`src/common/fcs_regs.vh`:
```
`ifndef FCS_REGS_VH
`define FCS_REGS_VH

// Register byte offsets
`define FCS_OFF_CMD 8'h00
`define FCS_OFF_ADDR 8'h04
`define FCS_OFF_DATA 8'h08
`define FCS_OFF_CFG 8'h0c
`define FCS_OFF_STATUS 8'h10
`define FCS_OFF_RDATA 8'h14

// Field positions
`define FCS_CFG_BYTE 0
`define FCS_ST_BUSY 0
`define FCS_ST_READY 1
`define FCS_ST_BYPASS 2
`define FCS_ST_ERASING 3
`define FCS_ST_SUSPENDED 4
`define FCS_ST_IDMODE 5
`define FCS_ST_ERROR 6
`define FCS_ST_REFUSED 7
`define FCS_ST_PROTECTED 8
`define FCS_POLL_BIT 7
`define FCS_TIMEOUT_BIT 5

// Reset values
`define FCS_RST_ADDR 32'h0000_0000
`define FCS_RST_DATA 16'h0000
`define FCS_RST_CFG 1'b0

// Controller commands
`define FCS_CMD_READ 4'h0
`define FCS_CMD_PROG 4'h1
`define FCS_CMD_BYP_ENTER 4'h2
`define FCS_CMD_BYP_PROG 4'h3
`define FCS_CMD_BYP_EXIT 4'h4
`define FCS_CMD_CHIP_ERASE 4'h5
`define FCS_CMD_SECT_ERASE 4'h6
`define FCS_CMD_SUSPEND 4'h7
`define FCS_CMD_RESUME 4'h8
`define FCS_CMD_CFI 4'h9
`define FCS_CMD_RESET 4'ha
`define FCS_CMD_PROTECT 4'hb
`define FCS_CMD_POLL 4'hc

// Flash command data
`define FCS_D_UNLOCK1 8'haa
`define FCS_D_UNLOCK2 8'h55
`define FCS_D_PROG 8'ha0
`define FCS_D_BYPASS 8'h20
`define FCS_D_BYP_EXIT1 8'h90
`define FCS_D_BYP_EXIT2 8'h00
`define FCS_D_ERASE 8'h80
`define FCS_D_CHIP 8'h10
`define FCS_D_SECTOR 8'h30
`define FCS_D_SUSPEND 8'hb0
`define FCS_D_RESUME 8'h30
`define FCS_D_CFI 8'h98
`define FCS_D_AUTOSEL 8'h90
`define FCS_D_RESET 8'hf0

// Flash unlock, CFI query and protect-verify addresses
`define FCS_A_WORD1 12'h555
`define FCS_A_WORD2 12'h2aa
`define FCS_A_BYTE1 12'haaa
`define FCS_A_BYTE2 12'h555
`define FCS_A_CFI_WORD 12'h055
`define FCS_A_CFI_BYTE 12'h0aa
`define FCS_A_PV_WORD 12'h002
`define FCS_A_PV_BYTE 12'h004

// Timing
`define FCS_CLK_NS 10
`define FCS_T_SETUP_NS 20
`define FCS_T_PULSE_NS 100
`define FCS_T_HOLD_NS 20
`define FCS_SETUP_CYC ((`FCS_T_SETUP_NS + `FCS_CLK_NS - 1) / `FCS_CLK_NS)
`define FCS_PULSE_CYC ((`FCS_T_PULSE_NS + `FCS_CLK_NS - 1) / `FCS_CLK_NS)
`define FCS_HOLD_CYC ((`FCS_T_HOLD_NS + `FCS_CLK_NS - 1) / `FCS_CLK_NS)

`endif

```
`src/hw/fcs_top.v`:
```
`include "fcs_regs.vh"

module fcs_top #(
  parameter AW = 20
) (
  input wire core_clk,
  input wire srst,
  input wire wb_cyc_i,
  input wire wb_stb_i,
  input wire wb_we_i,
  input wire [7:0] wb_adr_i,
  input wire [3:0] wb_sel_i,
  input wire [31:0] wb_dat_i,
  output wire [31:0] wb_dat_o,
  output wire wb_ack_o,
  output wire [AW-1:0] fl_addr,
  output wire [15:0] fl_dq_out,
  input wire [15:0] fl_dq_in,
  output wire fl_dq_oe_n,
  output wire fl_ce_n,
  output wire fl_we_n,
  output wire fl_oe_n,
  output wire fl_byte_n,
  input wire ready_busy_n
);
  localparam [8:0] S_IDLE = 9'b000000001;
  localparam [8:0] S_SEQ = 9'b000000010;
  localparam [8:0] S_SEQW = 9'b000000100;
  localparam [8:0] S_POLL = 9'b000001000;
  localparam [8:0] S_POLLW = 9'b000010000;
  localparam [8:0] S_FIN = 9'b000100000;
  localparam [8:0] S_FINW = 9'b001000000;
  localparam [8:0] S_FAIL = 9'b010000000;
  localparam [8:0] S_FAILW = 9'b100000000;
  localparam SW = AW + 18;

  reg [31:0] wb_dat_reg;
  reg wb_ack_reg;
  reg [3:0] cmd_reg;
  reg [31:0] addr_reg;
  reg [15:0] data_reg;
  reg byte_n_reg;
  reg [8:0] state_reg;
  reg [2:0] step_reg;
  reg bypass_reg;
  reg erasing_reg;
  reg sector_erase_reg;
  reg suspended_reg;
  reg id_mode_reg;
  reg error_reg;
  reg refused_reg;
  reg protected_reg;
  reg poll_exp_reg;
  reg recheck_reg;
  reg [AW-1:0] poll_addr_reg;
  reg [AW-1:0] erase_addr_reg;
  reg [15:0] rdata_reg;
  reg cyc_go_reg;
  reg cyc_wr_reg;
  reg [AW-1:0] cyc_addr_reg;
  reg [15:0] cyc_wdata_reg;

  wire [16:0] sync_vec;
  wire [15:0] dq_sync;
  wire ready_sync;
  wire cyc_done;
  wire [15:0] cyc_rdata;
  wire wb_req;
  wire [31:0] wb_mask;
  wire start_req;
  wire [AW-1:0] a_in;
  wire [SW-1:0] step_w;
  wire step_last;
  reg cmd_ok;
  reg [31:0] status_w;

  assign wb_dat_o = wb_dat_reg;
  assign wb_ack_o = wb_ack_reg;
  assign fl_byte_n = byte_n_reg;
  assign dq_sync = sync_vec[15:0];
  assign ready_sync = sync_vec[16];
  assign wb_req = wb_cyc_i & wb_stb_i & ~wb_ack_reg;
  assign wb_mask = {{8{wb_sel_i[3]}}, {8{wb_sel_i[2]}}, {8{wb_sel_i[1]}}, {8{wb_sel_i[0]}}};
  assign start_req = wb_req & wb_we_i & wb_sel_i[0] & (wb_adr_i == `FCS_OFF_CMD);
  assign a_in = addr_reg[AW-1:0];

  fcs_sync #(.W(17)) u_sync (
    .core_clk(core_clk),
    .srst(srst),
    .async_in({ready_busy_n, fl_dq_in}),
    .sync_out(sync_vec)
  );

  fcs_cycle #(.AW(AW)) u_cycle (
    .core_clk(core_clk),
    .srst(srst),
    .go(cyc_go_reg),
    .wr(cyc_wr_reg),
    .addr(cyc_addr_reg),
    .wdata(cyc_wdata_reg),
    .dq_sync(dq_sync),
    .done(cyc_done),
    .rdata(cyc_rdata),
    .fl_addr(fl_addr),
    .fl_dq_out(fl_dq_out),
    .fl_dq_oe_n(fl_dq_oe_n),
    .fl_ce_n(fl_ce_n),
    .fl_we_n(fl_we_n),
    .fl_oe_n(fl_oe_n)
  );

  // Packed step: {last, write, address, data}
  function [SW-1:0] wr8;
    input l;
    input [AW-1:0] ad;
    input [7:0] dt;
    begin
      wr8 = {l, 1'b1, ad, 8'h00, dt};
    end
  endfunction

  function [AW-1:0] ext12;
    input [11:0] v;
    begin
      ext12 = {{(AW-12){1'b0}}, v};
    end
  endfunction

  function [SW-1:0] step_f;
    input [3:0] c;
    input [2:0] s;
    input bm;
    input [AW-1:0] a;
    input [15:0] d;
    reg [AW-1:0] ua;
    reg [AW-1:0] ub;
    reg [AW-1:0] z;
    begin
      ua = bm ? ext12(`FCS_A_BYTE1) : ext12(`FCS_A_WORD1);
      ub = bm ? ext12(`FCS_A_BYTE2) : ext12(`FCS_A_WORD2);
      z = {AW{1'b0}};
      step_f = wr8(1'b1, z, `FCS_D_RESET);
      case (c)
        `FCS_CMD_READ: step_f = {1'b1, 1'b0, a, 16'h0000};
        `FCS_CMD_PROG, `FCS_CMD_BYP_ENTER, `FCS_CMD_PROTECT: begin
          case (s)
            3'd0: step_f = wr8(1'b0, ua, `FCS_D_UNLOCK1);
            3'd1: step_f = wr8(1'b0, ub, `FCS_D_UNLOCK2);
            3'd2: begin
              if (c == `FCS_CMD_PROG) begin
                step_f = wr8(1'b0, ua, `FCS_D_PROG);
              end else if (c == `FCS_CMD_BYP_ENTER) begin
                step_f = wr8(1'b1, ua, `FCS_D_BYPASS);
              end else begin
                step_f = wr8(1'b0, ua, `FCS_D_AUTOSEL);
              end
            end
            3'd3: begin
              if (c == `FCS_CMD_PROG) begin
                step_f = {1'b1, 1'b1, a, d};
              end else begin
                step_f = {1'b0, 1'b0, a | (bm ? ext12(`FCS_A_PV_BYTE) : ext12(`FCS_A_PV_WORD)),
                          16'h0000};
              end
            end
            default: step_f = wr8(1'b1, z, `FCS_D_RESET);
          endcase
        end
        `FCS_CMD_BYP_PROG: begin
          step_f = (s == 3'd0) ? wr8(1'b0, z, `FCS_D_PROG) : {1'b1, 1'b1, a, d};
        end
        `FCS_CMD_BYP_EXIT: begin
          step_f = (s == 3'd0) ? wr8(1'b0, z, `FCS_D_BYP_EXIT1) :
                   wr8(1'b1, z, `FCS_D_BYP_EXIT2);
        end
        `FCS_CMD_CHIP_ERASE, `FCS_CMD_SECT_ERASE: begin
          case (s)
            3'd0: step_f = wr8(1'b0, ua, `FCS_D_UNLOCK1);
            3'd1: step_f = wr8(1'b0, ub, `FCS_D_UNLOCK2);
            3'd2: step_f = wr8(1'b0, ua, `FCS_D_ERASE);
            3'd3: step_f = wr8(1'b0, ua, `FCS_D_UNLOCK1);
            3'd4: step_f = wr8(1'b0, ub, `FCS_D_UNLOCK2);
            default: begin
              step_f = (c == `FCS_CMD_CHIP_ERASE) ? wr8(1'b1, ua, `FCS_D_CHIP) :
                       wr8(1'b1, a, `FCS_D_SECTOR);
            end
          endcase
        end
        `FCS_CMD_SUSPEND: step_f = wr8(1'b1, z, `FCS_D_SUSPEND);
        `FCS_CMD_RESUME: step_f = wr8(1'b1, z, `FCS_D_RESUME);
        `FCS_CMD_CFI: begin
          step_f = wr8(1'b1, bm ? ext12(`FCS_A_CFI_BYTE) : ext12(`FCS_A_CFI_WORD), `FCS_D_CFI);
        end
        default: step_f = wr8(1'b1, z, `FCS_D_RESET);
      endcase
    end
  endfunction

  assign step_w = step_f(cmd_reg, step_reg, ~byte_n_reg, a_in, data_reg);
  assign step_last = step_w[SW-1];

  // Commands that the flash would ignore are refused here
  always @* begin
    cmd_ok = 1'b0;
    case (wb_dat_i[3:0])
      `FCS_CMD_READ: cmd_ok = ~erasing_reg | suspended_reg;
      `FCS_CMD_PROG: cmd_ok = ~bypass_reg & ~id_mode_reg & (~erasing_reg | suspended_reg);
      `FCS_CMD_BYP_ENTER: cmd_ok = ~bypass_reg & ~id_mode_reg & ~erasing_reg;
      `FCS_CMD_BYP_PROG: cmd_ok = bypass_reg & ~erasing_reg;
      `FCS_CMD_BYP_EXIT: cmd_ok = bypass_reg;
      `FCS_CMD_CHIP_ERASE: cmd_ok = ~bypass_reg & ~id_mode_reg & ~erasing_reg;
      `FCS_CMD_SECT_ERASE: cmd_ok = ~bypass_reg & ~id_mode_reg & ~erasing_reg;
      `FCS_CMD_SUSPEND: cmd_ok = erasing_reg & sector_erase_reg & ~suspended_reg;
      `FCS_CMD_RESUME: cmd_ok = suspended_reg & ~id_mode_reg;
      `FCS_CMD_CFI: cmd_ok = ~bypass_reg & ~erasing_reg;
      `FCS_CMD_RESET: cmd_ok = ~bypass_reg;
      `FCS_CMD_PROTECT: cmd_ok = ~bypass_reg & ~id_mode_reg & (~erasing_reg | suspended_reg);
      `FCS_CMD_POLL: cmd_ok = erasing_reg & ~suspended_reg;
      default: cmd_ok = 1'b0;
    endcase
  end

  always @* begin
    status_w = 32'h0000_0000;
    status_w[`FCS_ST_BUSY] = ~state_reg[0];
    status_w[`FCS_ST_READY] = ready_sync;
    status_w[`FCS_ST_BYPASS] = bypass_reg;
    status_w[`FCS_ST_ERASING] = erasing_reg;
    status_w[`FCS_ST_SUSPENDED] = suspended_reg;
    status_w[`FCS_ST_IDMODE] = id_mode_reg;
    status_w[`FCS_ST_ERROR] = error_reg;
    status_w[`FCS_ST_REFUSED] = refused_reg;
    status_w[`FCS_ST_PROTECTED] = protected_reg;
  end

  // Wishbone slave: ack one cycle after request
  always @(posedge core_clk) begin
    if (srst) begin
      wb_ack_reg <= 1'b0;
      wb_dat_reg <= 32'h0000_0000;
      addr_reg <= `FCS_RST_ADDR;
      data_reg <= `FCS_RST_DATA;
      byte_n_reg <= ~`FCS_RST_CFG;
    end else begin
      wb_ack_reg <= wb_req;
      if (wb_req & wb_we_i) begin
        if (wb_adr_i == `FCS_OFF_ADDR) begin
          addr_reg <= (addr_reg & ~wb_mask) | (wb_dat_i & wb_mask);
        end
        if (wb_adr_i == `FCS_OFF_DATA) begin
          data_reg <= (data_reg & ~wb_mask[15:0]) | (wb_dat_i[15:0] & wb_mask[15:0]);
        end
        if ((wb_adr_i == `FCS_OFF_CFG) && wb_sel_i[0] && state_reg[0]) begin
          byte_n_reg <= ~wb_dat_i[`FCS_CFG_BYTE];
        end
      end
      if (wb_req & ~wb_we_i) begin
        case (wb_adr_i)
          `FCS_OFF_CMD: wb_dat_reg <= {28'h0000000, cmd_reg};
          `FCS_OFF_ADDR: wb_dat_reg <= addr_reg;
          `FCS_OFF_DATA: wb_dat_reg <= {16'h0000, data_reg};
          `FCS_OFF_CFG: wb_dat_reg <= {31'h00000000, ~byte_n_reg};
          `FCS_OFF_STATUS: wb_dat_reg <= status_w;
          `FCS_OFF_RDATA: wb_dat_reg <= {16'h0000, rdata_reg};
          default: wb_dat_reg <= 32'h0000_0000;
        endcase
      end
    end
  end

  // Command sequencer and status poller
  always @(posedge core_clk) begin
    if (srst) begin
      state_reg <= S_IDLE;
      cmd_reg <= `FCS_CMD_READ;
      step_reg <= 3'd0;
      bypass_reg <= 1'b0;
      erasing_reg <= 1'b0;
      sector_erase_reg <= 1'b0;
      suspended_reg <= 1'b0;
      id_mode_reg <= 1'b0;
      error_reg <= 1'b0;
      refused_reg <= 1'b0;
      protected_reg <= 1'b0;
      poll_exp_reg <= 1'b0;
      recheck_reg <= 1'b0;
      poll_addr_reg <= {AW{1'b0}};
      erase_addr_reg <= {AW{1'b0}};
      rdata_reg <= 16'h0000;
      cyc_go_reg <= 1'b0;
      cyc_wr_reg <= 1'b0;
      cyc_addr_reg <= {AW{1'b0}};
      cyc_wdata_reg <= 16'h0000;
    end else begin
      cyc_go_reg <= 1'b0;
      case (state_reg)
        S_IDLE: begin
          if (start_req) begin
            if (cmd_ok) begin
              cmd_reg <= wb_dat_i[3:0];
              step_reg <= 3'd0;
              error_reg <= 1'b0;
              refused_reg <= 1'b0;
              recheck_reg <= 1'b0;
              if (wb_dat_i[3:0] == `FCS_CMD_POLL) begin
                poll_exp_reg <= 1'b1;
                poll_addr_reg <= erase_addr_reg;
                state_reg <= S_POLL;
              end else begin
                state_reg <= S_SEQ;
              end
            end else begin
              refused_reg <= 1'b1;
            end
          end
        end
        S_SEQ: begin
          cyc_go_reg <= 1'b1;
          cyc_wr_reg <= step_w[SW-2];
          cyc_addr_reg <= step_w[SW-3:16];
          cyc_wdata_reg <= step_w[15:0];
          state_reg <= S_SEQW;
        end
        S_SEQW: begin
          if (cyc_done) begin
            step_reg <= step_reg + 3'd1;
            if (cmd_reg == `FCS_CMD_READ) begin
              rdata_reg <= cyc_rdata;
            end
            if ((cmd_reg == `FCS_CMD_PROTECT) && (step_reg == 3'd3)) begin
              protected_reg <= cyc_rdata[0];
            end
            if (!step_last) begin
              state_reg <= S_SEQ;
            end else begin
              state_reg <= S_IDLE;
              case (cmd_reg)
                `FCS_CMD_PROG, `FCS_CMD_BYP_PROG: begin
                  // Polled from the last write's rising edge
                  poll_exp_reg <= data_reg[`FCS_POLL_BIT];
                  poll_addr_reg <= a_in;
                  state_reg <= S_POLL;
                end
                `FCS_CMD_SUSPEND: begin
                  poll_exp_reg <= 1'b1;
                  poll_addr_reg <= erase_addr_reg;
                  state_reg <= S_POLL;
                end
                `FCS_CMD_CHIP_ERASE, `FCS_CMD_SECT_ERASE: begin
                  erasing_reg <= 1'b1;
                  sector_erase_reg <= (cmd_reg == `FCS_CMD_SECT_ERASE);
                  erase_addr_reg <= a_in;
                end
                `FCS_CMD_RESUME: suspended_reg <= 1'b0;
                `FCS_CMD_BYP_ENTER: bypass_reg <= 1'b1;
                `FCS_CMD_BYP_EXIT: bypass_reg <= 1'b0;
                `FCS_CMD_CFI: id_mode_reg <= 1'b1;
                `FCS_CMD_RESET: id_mode_reg <= 1'b0;
                default: begin
                end
              endcase
            end
          end
        end
        S_POLL: begin
          cyc_go_reg <= 1'b1;
          cyc_wr_reg <= 1'b0;
          cyc_addr_reg <= poll_addr_reg;
          state_reg <= S_POLLW;
        end
        S_POLLW: begin
          if (cyc_done) begin
            if (cyc_rdata[`FCS_POLL_BIT] == poll_exp_reg) begin
              state_reg <= S_FIN;
            end else if (recheck_reg) begin
              state_reg <= S_FAIL;
            end else begin
              recheck_reg <= cyc_rdata[`FCS_TIMEOUT_BIT];
              state_reg <= S_POLL;
            end
          end
        end
        S_FIN: begin
          cyc_go_reg <= 1'b1;
          cyc_wr_reg <= 1'b0;
          cyc_addr_reg <= poll_addr_reg;
          state_reg <= S_FINW;
        end
        S_FINW: begin
          if (cyc_done) begin
            rdata_reg <= cyc_rdata;
            state_reg <= S_IDLE;
            if (cmd_reg == `FCS_CMD_SUSPEND) begin
              suspended_reg <= 1'b1;
            end
            if (cmd_reg == `FCS_CMD_POLL) begin
              erasing_reg <= 1'b0;
            end
          end
        end
        S_FAIL: begin
          cyc_go_reg <= 1'b1;
          cyc_wr_reg <= 1'b1;
          cyc_addr_reg <= {AW{1'b0}};
          cyc_wdata_reg <= {8'h00, `FCS_D_RESET};
          state_reg <= S_FAILW;
        end
        S_FAILW: begin
          if (cyc_done) begin
            error_reg <= 1'b1;
            state_reg <= S_IDLE;
            if ((cmd_reg == `FCS_CMD_POLL) || (cmd_reg == `FCS_CMD_SUSPEND)) begin
              erasing_reg <= 1'b0;
              suspended_reg <= 1'b0;
            end
          end
        end
        default: state_reg <= S_IDLE;
      endcase
    end
  end
endmodule // fcs_top

```
`src/hw/fcs_sync.v`:
```
module fcs_sync #(
  parameter W = 17
) (
  input wire core_clk,
  input wire srst,
  input wire [W-1:0] async_in,
  output wire [W-1:0] sync_out
);
  genvar i;
  generate
    for (i = 0; i < W; i = i + 1) begin : g_bit
      reg meta_reg;
      reg sync_reg;
      always @(posedge core_clk) begin
        if (srst) begin
          meta_reg <= 1'b1;
          sync_reg <= 1'b1;
        end else begin
          meta_reg <= async_in[i];
          sync_reg <= meta_reg;
        end
      end
      assign sync_out[i] = sync_reg;
    end
  endgenerate
endmodule // fcs_sync

```
`src/hw/fcs_cycle.v`:
```
`include "fcs_regs.vh"

module fcs_cycle #(
  parameter AW = 20,
  parameter SETUP = `FCS_SETUP_CYC,
  parameter PULSE = `FCS_PULSE_CYC,
  parameter HOLD = `FCS_HOLD_CYC
) (
  input wire core_clk,
  input wire srst,
  input wire go,
  input wire wr,
  input wire [AW-1:0] addr,
  input wire [15:0] wdata,
  input wire [15:0] dq_sync,
  output reg done,
  output reg [15:0] rdata,
  output reg [AW-1:0] fl_addr,
  output reg [15:0] fl_dq_out,
  output reg fl_dq_oe_n,
  output reg fl_ce_n,
  output reg fl_we_n,
  output reg fl_oe_n
);
  localparam [4:0] C_IDLE = 5'b00001;
  localparam [4:0] C_SETUP = 5'b00010;
  localparam [4:0] C_PULSE = 5'b00100;
  localparam [4:0] C_HOLD = 5'b01000;
  localparam [4:0] C_GAP = 5'b10000;
  localparam [31:0] LS = SETUP - 1;
  localparam [31:0] LP = PULSE - 1;
  localparam [31:0] LH = HOLD - 1;

  reg [4:0] state_reg;
  reg [7:0] cnt_reg;
  reg wr_reg;

  always @(posedge core_clk) begin
    if (srst) begin
      state_reg <= C_IDLE;
      cnt_reg <= 8'h00;
      wr_reg <= 1'b0;
      done <= 1'b0;
      rdata <= 16'h0000;
      fl_addr <= {AW{1'b0}};
      fl_dq_out <= 16'h0000;
      fl_dq_oe_n <= 1'b1;
      fl_ce_n <= 1'b1;
      fl_we_n <= 1'b1;
      fl_oe_n <= 1'b1;
    end else begin
      done <= 1'b0;
      case (state_reg)
        C_IDLE: begin
          if (go) begin
            wr_reg <= wr;
            fl_addr <= addr;
            fl_dq_out <= wdata;
            fl_dq_oe_n <= ~wr;
            fl_oe_n <= wr;
            fl_ce_n <= 1'b0;
            cnt_reg <= 8'h00;
            state_reg <= C_SETUP;
          end
        end
        C_SETUP: begin
          cnt_reg <= cnt_reg + 8'h01;
          if (cnt_reg == LS[7:0]) begin
            // Address latched by device on this falling edge
            fl_we_n <= ~wr_reg;
            cnt_reg <= 8'h00;
            state_reg <= C_PULSE;
          end
        end
        C_PULSE: begin
          cnt_reg <= cnt_reg + 8'h01;
          if (cnt_reg == LP[7:0]) begin
            if (!wr_reg) begin
              rdata <= dq_sync;
            end
            // Data latched by device on this rising edge, still driven
            fl_we_n <= 1'b1;
            fl_oe_n <= 1'b1;
            cnt_reg <= 8'h00;
            state_reg <= C_HOLD;
          end
        end
        C_HOLD: begin
          cnt_reg <= cnt_reg + 8'h01;
          if (cnt_reg == LH[7:0]) begin
            fl_ce_n <= 1'b1;
            fl_dq_oe_n <= 1'b1;
            done <= 1'b1;
            state_reg <= C_GAP;
          end
        end
        C_GAP: begin
          state_reg <= C_IDLE;
        end
        default: begin
          state_reg <= C_IDLE;
        end
      endcase
    end
  end
endmodule // fcs_cycle

```
`config.mk`:
```
export PLATFORM = sky130hd
export DESIGN_NAME = fcs_top
export DESIGN_NICKNAME = d
export VERILOG_FILES = /design/src/hw/fcs_top.v /design/src/hw/fcs_sync.v /design/src/hw/fcs_cycle.v
export VERILOG_INCLUDE_DIRS = /design/src /design/src/common
export SDC_FILE = /design/constraint.sdc
export NUM_CORES = 1
export LEC_CHECK = 0
export BUFFER_PORTS_ARGS = -buffer_cell sky130_fd_sc_hd__clkbuf_2
export CORE_AREA = 2 2 170 155
export CTS_BUF_LIST = sky130_fd_sc_hd__clkbuf_4 sky130_fd_sc_hd__clkbuf_8 sky130_fd_sc_hd__clkbuf_16
export CTS_CLUSTER_SIZE = 8
export DETAILED_ROUTE_END_ITERATION = 6
export DIE_AREA = 0 0 172 157
export HOLD_SLACK_MARGIN = 0.08
export MAX_ROUTING_LAYER = met4
export PLACE_DENSITY = 0.75
export SLEW_MARGIN = 0
export SYNTH_ARGS = -nofsm -noshare
export SYNTH_HDL_FRONTEND = slang
export SYNTH_SLANG_ARGS = --single-unit
```
`constraint.sdc`:
```
create_clock -name core_clk -period 2.4 [get_ports core_clk]
set_input_delay 0 -clock core_clk [delete_from_list [all_inputs] [get_ports core_clk]]
set_output_delay 0 -clock core_clk [all_outputs]
set_load 0.005 [all_outputs]
```
==> out/metrics.csv <==
metric,value,unit
core,0.0250,sq mm
worstSetupPathType,flop to flop,
synth_ff_type,dfxtp_1,
finalHoldWorstSlack,0.115,ns
min_period_over_period,96.1,%
finalMaxSlewViolations,0,
cts_buffers,44,
grt_start_max_net_pins,103,
final_core_util,68.0,%
avgSynthCellArea,8.68,sq um
peakVddDrop,0.776,mV
via_per_inst,5.91,
area_growth,28.7,%
ys_seq_area_share,46.5,%
grt_overflow,0,
synth_async_sr_flop_share,0,%
synth-seq-cells,307,
synth_edf_count,0,
fmax,0.433,GHz
grt_pass1_vias,12097,
synth_area_leaders,"dfxtp_1 46%, mux2i_1 7.4%, nand2_1 6.4%",
grt_use_total,30.9,%
grt_pass1_wl,64200,um
cts_tree,done,
nets,1859,
synth.distinct_cells,81,
first_pass_iters,6,
netlist.top_cell.by_area,dfxtp_1,
cts_buffer_depth,3,
die_y,157,um
die_w,172,um
cap_violations,0,
worst_slack,0.0927,ns
cp.required,2.79,ns
hold_viol,0,
via_count,12598,
tightestPinTransition,0.975,ns
finalSetupViolCount,0,
wl,41100,um
port_buffers,139,
io_pins,140,
pre_cts_slack,-0.110,ns
rsz0062_at_grt,false,
skew,0.0177,ns
synthCells,1524,
power.leakage,6.78,nW
p_per_area,648,mW/mm^2
drtAntennaViolNets,0,
cp.arrival,2.70,ns
gp_congestion,0.944,
syn_nets,1598,
die_area,0.0270,sq mm
start_kind,flop,
min_path_type,primary input to flop,
cts_sinks,307,
drc,0,
drt_iter0_markers,1147,
clkLatencyLatePin,0.54,ns
drive_above_1_share,22.8,%
final_area,0.0170,sq mm
synth_area,0.0132,sq mm
num_rows,55,
wl_per_cell,19.3,um
synth_top_area_share,46.5,%
antenna_found_initial,0,
initial_utilization,52.8,%
root_buffer,clkbuf_16,
cts_htree_levels,2,
relSlewSlack,34.8,%
status,finished clean,
path_clk_slew,0.05,ns
cp_max_fo,20,
period_minus_slack,2.31,ns
yosysWarnings,0,
cp-end-kind,flop,
postPlaceCellArea,0.0148,sq mm
place_hpwl,26600,um
-- power breakdown --
part | switching, W | total (W) | internal (W) | leakage [nW]
sequential | 0.0000138 | 0.00516 | 0.00514 | 2.48
combinational | 0.000228 | 0.000414 | 0.000186 | 3.71
clock | 0.00208 | 0.00546 | 0.00337 | 0.585
total | 0.00233 | 0.0110 | 0.00870 | 6.78
-- kinds of logic (layout without fill, tap and decap cells) --
family                     Yosys count  after routing  share of synthesized area, %
xor gates and xnor gates            14             14                         0.927
muxes                               99             99                          7.50
DFF                                307            307                          46.5
buffers and inverters              126            390                          4.27
adders and majority gates           10             10                         0.909
and+or+nand+nor                    619            619                          22.2
other                                0              1                             0
AOI/OAI and AO/OA                  349            349                          17.7
-- stage by stage --
step	instances	power [W]	TNS, ns
after detailed placement	1999	0.00557	-1.50
after floorplan	1524	0.00544	0
final	2131	0.0110	0
after global routing	2130	0.0113	0
after CTS	2129	0.0110	0
after global placement	1999	0.00556	0
-- final timing paths --
check	start	end	slack, ns	depth (start not counted)
min	wb_adr_i[1]	refused_reg	0.11	6
max	state_reg[4]	erase_addr_reg[17]	0.09	9
min reg2reg	u_sync.g_bit[10].meta_reg	u_sync.g_bit[10].sync_reg	0.40	1
max reg2reg	state_reg[4]	erase_addr_reg[17]	0.09	9
-- Yosys cell counts (7+ instances only) --
cell type	n
xor2_1	8
nand3_1	34
dfxtp_1	307
o21a_1	9
clkbuf_1	67
a21oi_1	140
a22oi_1	17
mux2i_1	98
a221oi_1	7
or2_2	35
buf_2	22
nand2_1	226
a211oi_1	9
and3_1	12
nor3_1	32
ha_1	8
o21bai_1	7
and2_1	9
a31oi_1	21
buf_1	10
nand4_1	11
o21ai_0	37
a2111oi_0	7
nor2b_1	14
nand2b_1	18
a211oi_2	19
o22ai_1	12
inv_1	16
nor2_1	176
a222oi_1	18
-- layout by cell type (no fill, tap or decap), drive strengths merged, types with 21 or more instances in the layout --
master and n:
dfxtp 307, nand2 226, clkbuf 186, nor2 178, a21oi 141, buf 107
mux2i 98, dlygate4sd3 79, o21ai 39, nand3 38, or2 36, nor3 34
a211oi 28, a31oi 21
-- worst max-delay path, cell delays in order (launching register included) --
cell and delay, ns:
dfxtp_1 0.36, nor4_1 0.32, buf_4 0.19, and4b_1 0.33, and2_2 0.23, o21a_2 0.21, nand2_1 0.11, buf_12 0.18
mux2i_1 0.17, nor2_1 0.06
-- final cells by class --
| type | instances | area [sq um] |
|---|---|---|
| fill | 1938 | 8030 |
| tap | 342 | 428 |
| multi-input combinational | 1091 | 6700 |
| sequential | 307 | 6150 |
| antenna | 1 | 2.50 |
| inverter | 16 | 60.1 |
| clock buffer | 47 | 1160 |
| clock inverter | 2 | 21.3 |
| timing repair buffer | 325 | 2490 |
-- routing by layer --
metal	wire [um]	up-vias	GRT usage, %
met5	0	-	-
li1	-	5878	-
met4	1430	0	11.5
met2	19300	571	49.8
met3	2860	124	4.63
met1	17500	6025	39.6
-- timing repair --
action	CTS	global route
gates resized for setup	8	43
cloned	1	0
endpoints found under the hold margin	121	0
setup buffers	1	1
hold buffers	79	0
setup endpoints to repair	47	87
pin swaps	1	4
Power figures use the tool's default switching activity.
